File: config.mk
export PLATFORM = sky130hd
export DESIGN_NAME = gpt_timer
export DESIGN_NICKNAME = d
export VERILOG_FILES = /design/src/inc/gpt_pkg.sv /design/src/rtl/gpt_sync2.sv /design/src/rtl/gpt_timer.sv
export SDC_FILE = /design/constraint.sdc
export NUM_CORES = 1
export LEC_CHECK = 0
export ABC_AREA = 0
export BUFFER_PORTS_ARGS = -buffer_cell sky130_fd_sc_hd__buf_2
export CAP_MARGIN = 10
export CORE_AREA = 2 2 90 92
export CTS_BUF_LIST = sky130_fd_sc_hd__clkbuf_16
export DETAILED_ROUTE_END_ITERATION = 7
export DIE_AREA = 0 0 92 94
export PLACE_DENSITY = 0.82
export REMOVE_ABC_BUFFERS = 1
export SLEW_MARGIN = 20
export SYNTH_ARGS = -nofsm -noshare
export SYNTH_HDL_FRONTEND = slang
export SYNTH_SLANG_ARGS = --single-unit
File: constraint.sdc
create_clock -name i_clock -period 2.5 [get_ports i_clock]
set_input_delay 0 -clock i_clock [delete_from_list [all_inputs] [get_ports i_clock]]
set_output_delay 0 -clock i_clock [all_outputs]
set_load 0.01 [all_outputs]
File: src/inc/gpt_pkg.sv
`default_nettype none
package gpt_pkg;
  // Register byte offsets on the APB bus.
  localparam logic [7:0] GPT_OFF_CONTROL = 8'h00;
  localparam logic [7:0] GPT_OFF_COUNT   = 8'h04;
  localparam logic [7:0] GPT_OFF_PERIOD  = 8'h08;
  localparam logic [7:0] GPT_OFF_STATUS  = 8'h0C;
  // Control register field positions.
  localparam int GPT_BIT_RUN      = 15;
  localparam int GPT_BIT_IDLE     = 13;
  localparam int GPT_BIT_GATE     = 6;
  localparam int GPT_BIT_PS_LO    = 4;
  localparam int GPT_BIT_SYNC     = 2;
  localparam int GPT_BIT_SRC      = 1;
  // Writable bits of the control register; all others read as zero.
  localparam logic [15:0] GPT_CONTROL_MASK  = 16'hA076;
  localparam logic [15:0] GPT_CONTROL_RESET = 16'h0000;
  localparam logic [15:0] GPT_PERIOD_RESET  = 16'hFFFF;
  // Prescale ratios minus one.
  localparam logic [7:0] GPT_DIV1   = 8'h00;
  localparam logic [7:0] GPT_DIV8   = 8'h07;
  localparam logic [7:0] GPT_DIV64  = 8'h3F;
  localparam logic [7:0] GPT_DIV256 = 8'hFF;
  // Width of the irq request pulse, in cycles.
  localparam int GPT_IRQ_PULSE_CYCLES = 1;
endpackage : gpt_pkg
`default_nettype wire

File: src/rtl/gpt_sync2.sv
`timescale 1ns/1ps
`default_nettype none
// Two flip-flop synchroniser for the external pins.
module gpt_sync2 #(
  parameter int W = 2
) (
  input  wire logic         i_clock,  // system clock
  input  wire logic         i_rst,    // synchronous reset
  input  wire logic [W-1:0] i_async,  // asynchronous pins
  output logic      [W-1:0] o_sync    // synchronised levels
);
  logic [W-1:0] meta_r;
  always_ff @(posedge i_clock) begin
    if (i_rst) begin
      meta_r <= '0;
      o_sync <= '0;
    end else begin
      meta_r <= i_async;
      o_sync <= meta_r;
    end
  end
endmodule // gpt_sync2
`default_nettype wire

File: src/rtl/gpt_timer.sv
// The APB slave port and the register addresses are this design's own decisions.
`timescale 1ns/1ps
`default_nettype none
module gpt_timer
  import gpt_pkg::*;
(
  input  wire logic        i_clock,        // 100 MHz system clock
  input  wire logic        i_rst,          // synchronous reset, active high
  input  wire logic        i_psel,         // APB select
  input  wire logic        i_penable,      // APB enable
  input  wire logic        i_pwrite,       // APB write
  input  wire logic [7:0]  i_paddr,        // APB byte address
  input  wire logic [31:0] i_pwdata,       // APB write data
  input  wire logic        i_idle,         // device in Idle mode
  input  wire logic        i_ext_count_pin,// external clock pin
  input  wire logic        i_gate_pin,     // external gate pin
  output logic             o_pready,       // APB ready
  output logic             o_pslverr,      // APB error on unmapped address
  output logic [31:0]      o_prdata,       // APB read data
  output logic             o_irq,          // interrupt request pulse
  output logic [15:0]      o_count         // current count value
);

  typedef struct packed {
    logic [15:0] control;
    logic [15:0] count;
    logic [15:0] period;
    logic [7:0]  prescale;
    logic        ext_prev;
    logic        gate_prev;
    logic        match_flag;
    logic        gate_flag;
    logic        pready;
    logic        pslverr;
    logic [31:0] prdata;
    logic        irq;
  } gpt_state_s;

  gpt_state_s st_r;
  gpt_state_s st_nxt;
  logic [1:0] pins_sync;
  logic [1:0] pins_raw;

  assign pins_raw = {i_gate_pin, i_ext_count_pin};

  gpt_sync2 #(
    .W (2)
  ) u_sync (
    .i_clock (i_clock),
    .i_rst   (i_rst),
    .i_async (pins_raw),
    .o_sync  (pins_sync)
  );

  function automatic logic [7:0] gpt_div_limit(input logic [1:0] sel);
    case (sel)
      2'b00:   gpt_div_limit = GPT_DIV1;
      2'b01:   gpt_div_limit = GPT_DIV8;
      2'b10:   gpt_div_limit = GPT_DIV64;
      default: gpt_div_limit = GPT_DIV256;
    endcase
  endfunction

  logic        run;
  logic        ext_sel;
  logic        gate_en;
  logic        ext_rise;
  logic        raw_tick;
  logic        match_evt;
  logic        gate_evt;
  logic        wr;
  logic        rd;
  logic [7:0]  div_lim;

  always_comb begin
    run      = st_r.control[GPT_BIT_RUN];
    ext_sel  = st_r.control[GPT_BIT_SRC];
    gate_en  = st_r.control[GPT_BIT_GATE] & ~ext_sel;
    // sync select; both paths use the synchronised pin because this
    // single-clock design cannot count truly asynchronously.
    ext_rise = pins_sync[0] & ~st_r.ext_prev;
    raw_tick = ext_sel ? ext_rise : 1'b1;
    if (gate_en) begin
      raw_tick = pins_sync[1];
    end
    wr       = i_psel & i_penable & i_pwrite & st_r.pready;
    rd       = i_psel & ~i_penable & ~i_pwrite;
    div_lim  = gpt_div_limit(st_r.control[GPT_BIT_PS_LO +: 2]);
  end

  always_comb begin
    st_nxt          = st_r;
    st_nxt.ext_prev = pins_sync[0];
    st_nxt.gate_prev= pins_sync[1];
    st_nxt.irq      = 1'b0;
    st_nxt.pready   = 1'b0;
    st_nxt.pslverr  = 1'b0;
    match_evt       = 1'b0;
    gate_evt        = 1'b0;
    if (run && !(i_idle && st_r.control[GPT_BIT_IDLE]) && raw_tick) begin
      if (st_r.prescale >= div_lim) begin
        st_nxt.prescale = 8'h00;
        if (st_r.count == st_r.period) begin
          st_nxt.count      = 16'h0000;
          st_nxt.match_flag = 1'b1;
          st_nxt.irq        = 1'b1;
          match_evt         = 1'b1;
        end else begin
          st_nxt.count = st_r.count + 16'h0001;
        end
      end else begin
        st_nxt.prescale = st_r.prescale + 8'h01;
      end
    end
    if (run && gate_en && st_r.gate_prev && !pins_sync[1]) begin
      st_nxt.gate_flag = 1'b1;
      st_nxt.irq       = 1'b1;
      gate_evt         = 1'b1;
    end
    // APB: setup cycle prepares data, access phase completes in one cycle.
    if (i_psel && !i_penable) begin
      st_nxt.pready = 1'b1;
      st_nxt.prdata = 32'h0000_0000;
      case (i_paddr)
        GPT_OFF_CONTROL: st_nxt.prdata = {16'h0000, st_r.control};
        GPT_OFF_COUNT:   st_nxt.prdata = {16'h0000, st_r.count};
        GPT_OFF_PERIOD:  st_nxt.prdata = {16'h0000, st_r.period};
        GPT_OFF_STATUS:  st_nxt.prdata = {30'h0, st_r.gate_flag, st_r.match_flag};
        default:         st_nxt.pslverr = 1'b1;
      endcase
      if (!rd) begin
        st_nxt.prdata = st_r.prdata;
      end
    end
    if (wr) begin
      case (i_paddr)
        GPT_OFF_CONTROL: st_nxt.control = i_pwdata[15:0] & GPT_CONTROL_MASK;
        GPT_OFF_COUNT: begin
          if (!(ext_sel && run)) begin
            st_nxt.count = i_pwdata[15:0];
          end
        end
        GPT_OFF_PERIOD: st_nxt.period = i_pwdata[15:0];
        // Write one to clear; a same-cycle event still wins.
        GPT_OFF_STATUS: begin
          st_nxt.match_flag = (st_r.match_flag & ~i_pwdata[0]) | match_evt;
          st_nxt.gate_flag  = (st_r.gate_flag & ~i_pwdata[1]) | gate_evt;
        end
        default: ;
      endcase
    end
  end

  always_ff @(posedge i_clock) begin
    if (i_rst) begin
      st_r <= '{control: GPT_CONTROL_RESET, count: 16'h0000, period: GPT_PERIOD_RESET,
                prescale: 8'h00, prdata: 32'h0000_0000, default: 1'b0};
    end else begin
      st_r <= st_nxt;
    end
  end

  assign o_pready  = st_r.pready;
  assign o_pslverr = st_r.pslverr;
  assign o_prdata  = st_r.prdata;
  assign o_irq     = st_r.irq;
  assign o_count   = st_r.count;

endmodule // gpt_timer
`default_nettype wire

# Word level (Yosys, flattened, before mapping)
# Cells that the tools add are included.
[word_totals]
inputBits = 48
output_inout_bits = 51
elab_cells = 85
regBits = 90
[op_classes]
add_sub_neg = 2
reduce_logical = 18
eq_ne = 6
muxes = 26
n_bitwise = 18
order_cmp = 1
[ops]
columns = ["cell", "n"]
rows = [
  ["2-to-1 mux 16 bit", 6],
  ["2-to-1 mux 32 bit", 2],
  ["one-hot mux 16 bit (4 select lines)", 1],
  ["2-to-1 mux 34 bit", 1],
  ["one-hot mux 8 bit (3 select lines)", 1],
  ["adder 16 x 1 -> 16 bit (second input constant)", 1],
  ["equality test 16 bit", 1],
  ["equality test 8 x 4 -> 1 bit (second input constant)", 2],
  ["2-to-1 mux 1 bit", 12],
  ["bitwise AND 1 bit", 9],
  ["adder 8 x 1 -> 8 bit (second input constant)", 1],
  ["equality test 8 x 3 -> 1 bit (second input constant)", 1],
  [">= comparator 8 bit", 1],
  ["logical AND 1 bit", 8],
  ["zero test 8 bit", 1],
  ["2-to-1 mux 8 bit", 1],
  ["NOT 1 bit", 7],
  ["AND reduction 2 bit", 3],
  ["2-to-1 mux 2 bit", 2],
  ["OR reduction 4 bit", 1],
  ["zero test 1 bit", 3],
  ["equality test 2 x 1 -> 1 bit (second input constant)", 1],
  ["equality test 2 bit (second input constant)", 1],
  ["zero test 2 bit", 1],
  ["2 further kinds", 3],
]

# Logic depth before layout (Yosys ltp)
[logic_depth]
ltp_word = 9
depth_mapped = 9
ltp_nobuf = 8

# Modules after synthesis
# From an unflattened synthesis, not the netlist that was laid out.
[hier_totals]
cells_unflattened = 475
hier_area_um2 = 4032.6
[modules_own_cells]
columns = ["module", "cells_each", "n_inst", "seq_area_each_um2", "area_per_inst_um2"]
rows = [
  ["gpt_timer", 467, 1, 1401.3, 3927.5],
  ["gpt_sync2", 8, 1, 80.1, 105.1],
]

# Least setup slack after synthesis
# Ideal clock, no wire load.
[synth_timing]
path_type = "flip-flop to flip-flop"
from = "reg st_r[84] (netlist bit)"
to = "reg st_r, in the netlist o_count[8]"
path_slack_ns = 0.451
path_buffers = 1
setup_time_ns = 0.091
path_stages_with_launch = 9
arrival_ns = 1.958
period_less_slack_ns = 2.049
required_ns = 2.409
cell_sequence = "dfxtp_1 -> nand2_1 -> ha_1 -> a21oi_1 -> nand3_1 -> nand2_1 -> buf_2 -> o21ai_1 -> a311oi_1"
[synth_between]
elab_chain_cells = 8
word_cells_on_any_way = 10
classes_between = "order compare (1); eq/ne (2); mux (6); reduce/logical (1)"
[synth_rtl]
columns = ["item", "line_no", "source"]
rows = [
  ["start: declaration", "gpt_timer.sv:39", "gpt_state_s st_r;"],
  ["start signal: assignment", "gpt_timer.sv:156", "st_r <= '{control: GPT_CONTROL_RESET, count: 16'h0000, period: GPT_PERIOD_RESET,"],
  ["start signal: assignment", "gpt_timer.sv:159", "st_r <= st_nxt;"],
  ["equality test 2 bit (tied with other cells)", "gpt_timer.sv:56", "case (sel)"],
  ["one-hot mux 8 bit (3 select lines) (*)", "gpt_timer.sv:56", ""],
  [">= comparator 8 bit (*)", "gpt_timer.sv:101", "if (st_r.prescale >= div_lim) begin"],
  ["2-to-1 mux 16 bit (*)", "gpt_timer.sv:101", ""],
  ["2-to-1 mux 16 bit (*)", "gpt_timer.sv:100", "if (run && !(i_idle && st_r.control[GPT_BIT_IDLE]) && raw_tick) begin"],
  ["2-to-1 mux 16 bit", "gpt_timer.sv:139", "if (!(ext_sel && run)) begin"],
  ["2-to-1 mux 16 bit", "gpt_timer.sv:136", "case (i_paddr)"],
  ["2-to-1 mux 32 bit (*)", "gpt_timer.sv:135", "if (wr) begin"],
]
# Every way passes the cells marked *; elsewhere a longest branch is shown, timed or not.
# A chain may end at the register's enable or synchronous reset.

# Final worst setup path
[layout_timing]
from = "reg st_r, in the netlist run"
to = "reg st_r, in the netlist o_count[15]"
[layout_between]
elab_chain_cells = 6
word_cells_on_any_way = 7
classes_between = "mux (4); reduce/logical (3)"
[layout_rtl]
columns = ["item", "line_no"]
rows = [
  ["logical AND 1 bit (2 in series)", "gpt_timer.sv:100"],
  ["2-to-1 mux 16 bit", "gpt_timer.sv:100"],
  ["2-to-1 mux 16 bit", "gpt_timer.sv:139"],
  ["2-to-1 mux 16 bit", "gpt_timer.sv:136"],
  ["2-to-1 mux 32 bit (*)", "gpt_timer.sv:135"],
]
# Marked as above.

==> impl_results.md <==
* Unrepaired setup endpoints after global routing: false
* Post-route cell area at 4670 sq um
* Mean Syn Cell Area at 8.27 sq um
* Critical Path Source Type: flip-flop
* Ports at 99
* Global-route wire length before repair at 16.8 mm
* Die Wd at 92 microns
* Cell variety after synth at 53
* Critical path class: reg -> reg
* Cells along the critical path: a21bo_2 -> a211o_4 -> a21oi_2 -> nand2_1 -> or3_1 -> a31oi_1
* Flops & latches, synth at 74
* Asr flop ratio synth at 0
* Via-to-Cell Ratio at 5.76
* Num CTS Buffers at 9
* Depth of the CTS H-tree at 3
* Most frequent cell after synthesis: dfxtp_1
* Final RePlAce weighted congestion at 0.900
* Critical path arrival at 2.47 ns
* Post-synth EDFFs at 0
* Routed length per instance at 16.2 microns
* Setup Buffers After CTS at 0
* Finished Layout Cells at 642
* Rows at 32
* Area after DPL at 4160 sq um
* Synth top area cells: dfxtp_1 37%, buf_4 9.0%, nand2_1 6.4%, xnor2_1 5.0%, nor2_1 3.9%
* Worst hold path type: in -> reg
* MaxCap Viol Count at 0
* Number of diodes at 0
* Final setup viols at 0
* Synth cell count leaders: 74 x dfxtp_1, 68 x nand2_1, 48 x buf_4
* Routed wire length at 10.4 mm
* Worst r2r path cells at 6
* Post-route ant nets at 0
* Root buf cell: clkbuf_16
* IO buf count at 66
* Net count, final at 589
* Drt pass-1 iters at 6
* Gr ovfl total at 0
* Clock skew at 0.00550 ns
* Critical Path End Type: flip-flop
* CP max-delay cell: dfxtp_1
* Synth Flop Type: dfxtp_1
* All-Layer GR Usage at 0.248
* CTS Buffer Depth at 2
* Vias in the first global route at 3468
* Fin. Hold Viols at 0
* Share of cells above drive strength 1 at 0.202
* Worst-margin pin slew at 0.695 ns
* Slew HR at 0.537
* Syn Inst Count at 484
* Placed insts at 607
* Final period util at 0.884
* Synthesized cell area at 4000 sq um
* Reg clk slew, reported paths at 0.06 ns
* Peak VDD IR at 0.330 mV
* Clk Latency, worst-skew pair at 0.34 ns
* CTS tree: yes
* Initial antenna violation count at 0
* Pwr dens at 575 nW/um^2
* Hold Path Stages at 4
* Die area at 8650 sq um
* Core Area at 7610 sq um
* Top-area cell type share of the netlist area at 0.370
* DR iter-0 viols at 286
* DP HPWL at 7.13 mm
* Synth warn at 0
* Tmin final at 2.21 ns
* Critical Path RT at 2.76 ns
* DRC at 0
* Synth-to-layout area growth at 16.6%
* Die Y at 94 microns
* Post-Route Setup TNS at 0 ns
* Area leader, netlist: dfxtp_1
* DR vias at 3696
* Status: finished, final reports clean
* Critical path peak fanout at 11
* Crit path largest cell delay at 0.47 ns
* Seq/Total Area, Yosys at 0.370
* Initial Util at 0.526
* Peak Freq at 452 MHz
* Pins Over Slew Limit at 0
* Leak pwr at 1.90 nW
* Largest net degree at the start of global routing at 36
* Num Clock Sinks at 74
## final timing paths
| path | startpoint | endpoint | slack [ns] |
|---|---|---|---|
| worst max-delay path | run$_SDFFE_PP0P_ | o_count[15]$_SDFF_PP0_ | 0.29 |
| worst min-delay path | i_paddr[0] | o_pslverr$_SDFF_PP0_ | 0.13 |
| worst max register to register | run$_SDFFE_PP0P_ | o_count[15]$_SDFF_PP0_ | 0.29 |
| worst min register to register | u_sync.meta_r[1]$_SDFF_PP0_ | u_sync.o_sync[1]$_SDFF_PP0_ | 0.43 |
## layout by cell type, fill, tap and decap left out, drive strengths merged, types with 16 or more instances in the layout
cell type,synthesis,final
dfxtp,74,74
nand3b,17,17
nand2,69,69
buf,58,78
nand3,17,17
conb,1,16
o21ai,24,24
nor2,43,43
a22oi,17,17
a21oi,22,22
xnor2,23,23
dlygate4sd3,0,20
## registers in the layout (all words and copies together) (netlist names)
signal         flops
st_r              33
o_count           16
o_prdata          16
u_sync.meta_r      2
u_sync.o_sync      2
ext_sel            1
o_irq              1
o_pready           1
o_pslverr          1
run                1
## routing by layer
metal  vias to the layer above  track usage  part of all wire
met5                         -            0                 0
met4                         0        0.116             0.034
met3                        28       0.0626             0.085
met2                       181        0.418              0.48
met1                      1747        0.298              0.40
li1                       1740            -                 -
## where the power goes
part           switching, mW  internal, mW  total [mW]  leakage (nW)
combinational         0.0770        0.0598       0.137          1.15
clock                  0.498         0.862        1.36         0.151
sequential           0.00162          1.18        1.19         0.598
## through the flow
step                       util  total power [mW]  setup WS, ns  hold slack (ns)
after detailed placement  0.547              1.32         0.362            0.216
after floorplan               -              1.25         0.375           0.0691
after global placement    0.547              1.32         0.403            0.207
after global routing      0.614              2.76         0.134            0.168
final                     0.614              2.68         0.290            0.126
after CTS                 0.614              2.68         0.327            0.123
## critical path, delay by kind of cell (launching register included)
family           cells  cell delay, ns
AO/OA/AOI/OAI        4            0.99
AND/OR/NAND/NOR      2            0.67
flip-flops           1            0.47
## cell families (layout without fill, tap and decap cells)
family | after synthesis | in the layout | share of synthesized area
fa+ha+maj | 5 | 5 | 0.0156
mux | 9 | 9 | 0.0259
flops | 74 | 74 | 0.370
compound gates | 96 | 96 | 0.166
simple gates | 197 | 197 | 0.243
buf+inv | 74 | 115 | 0.117
xor+xnor | 28 | 28 | 0.0612
other cells | 1 | 16 | 0.000937
## what timing repair did
item | 4_1_cts | 5_1_grt
endpoints found under the setup margin | 0 | 0
resized for setup | 0 | 0
hold buffers | 20 | 0
hold endpoints to repair | 38 | 0
## area by class of cell
type	count	area, sq um
clock buffer	9	225
clock inverter	6	82.6
fill	661	2940
inverter	2	7.51
multi-input combinational	351	2110
sequential	74	1480
tap	102	128
timing repair buffer	98	633
Note: power is estimated with default switching activity, not from simulation.
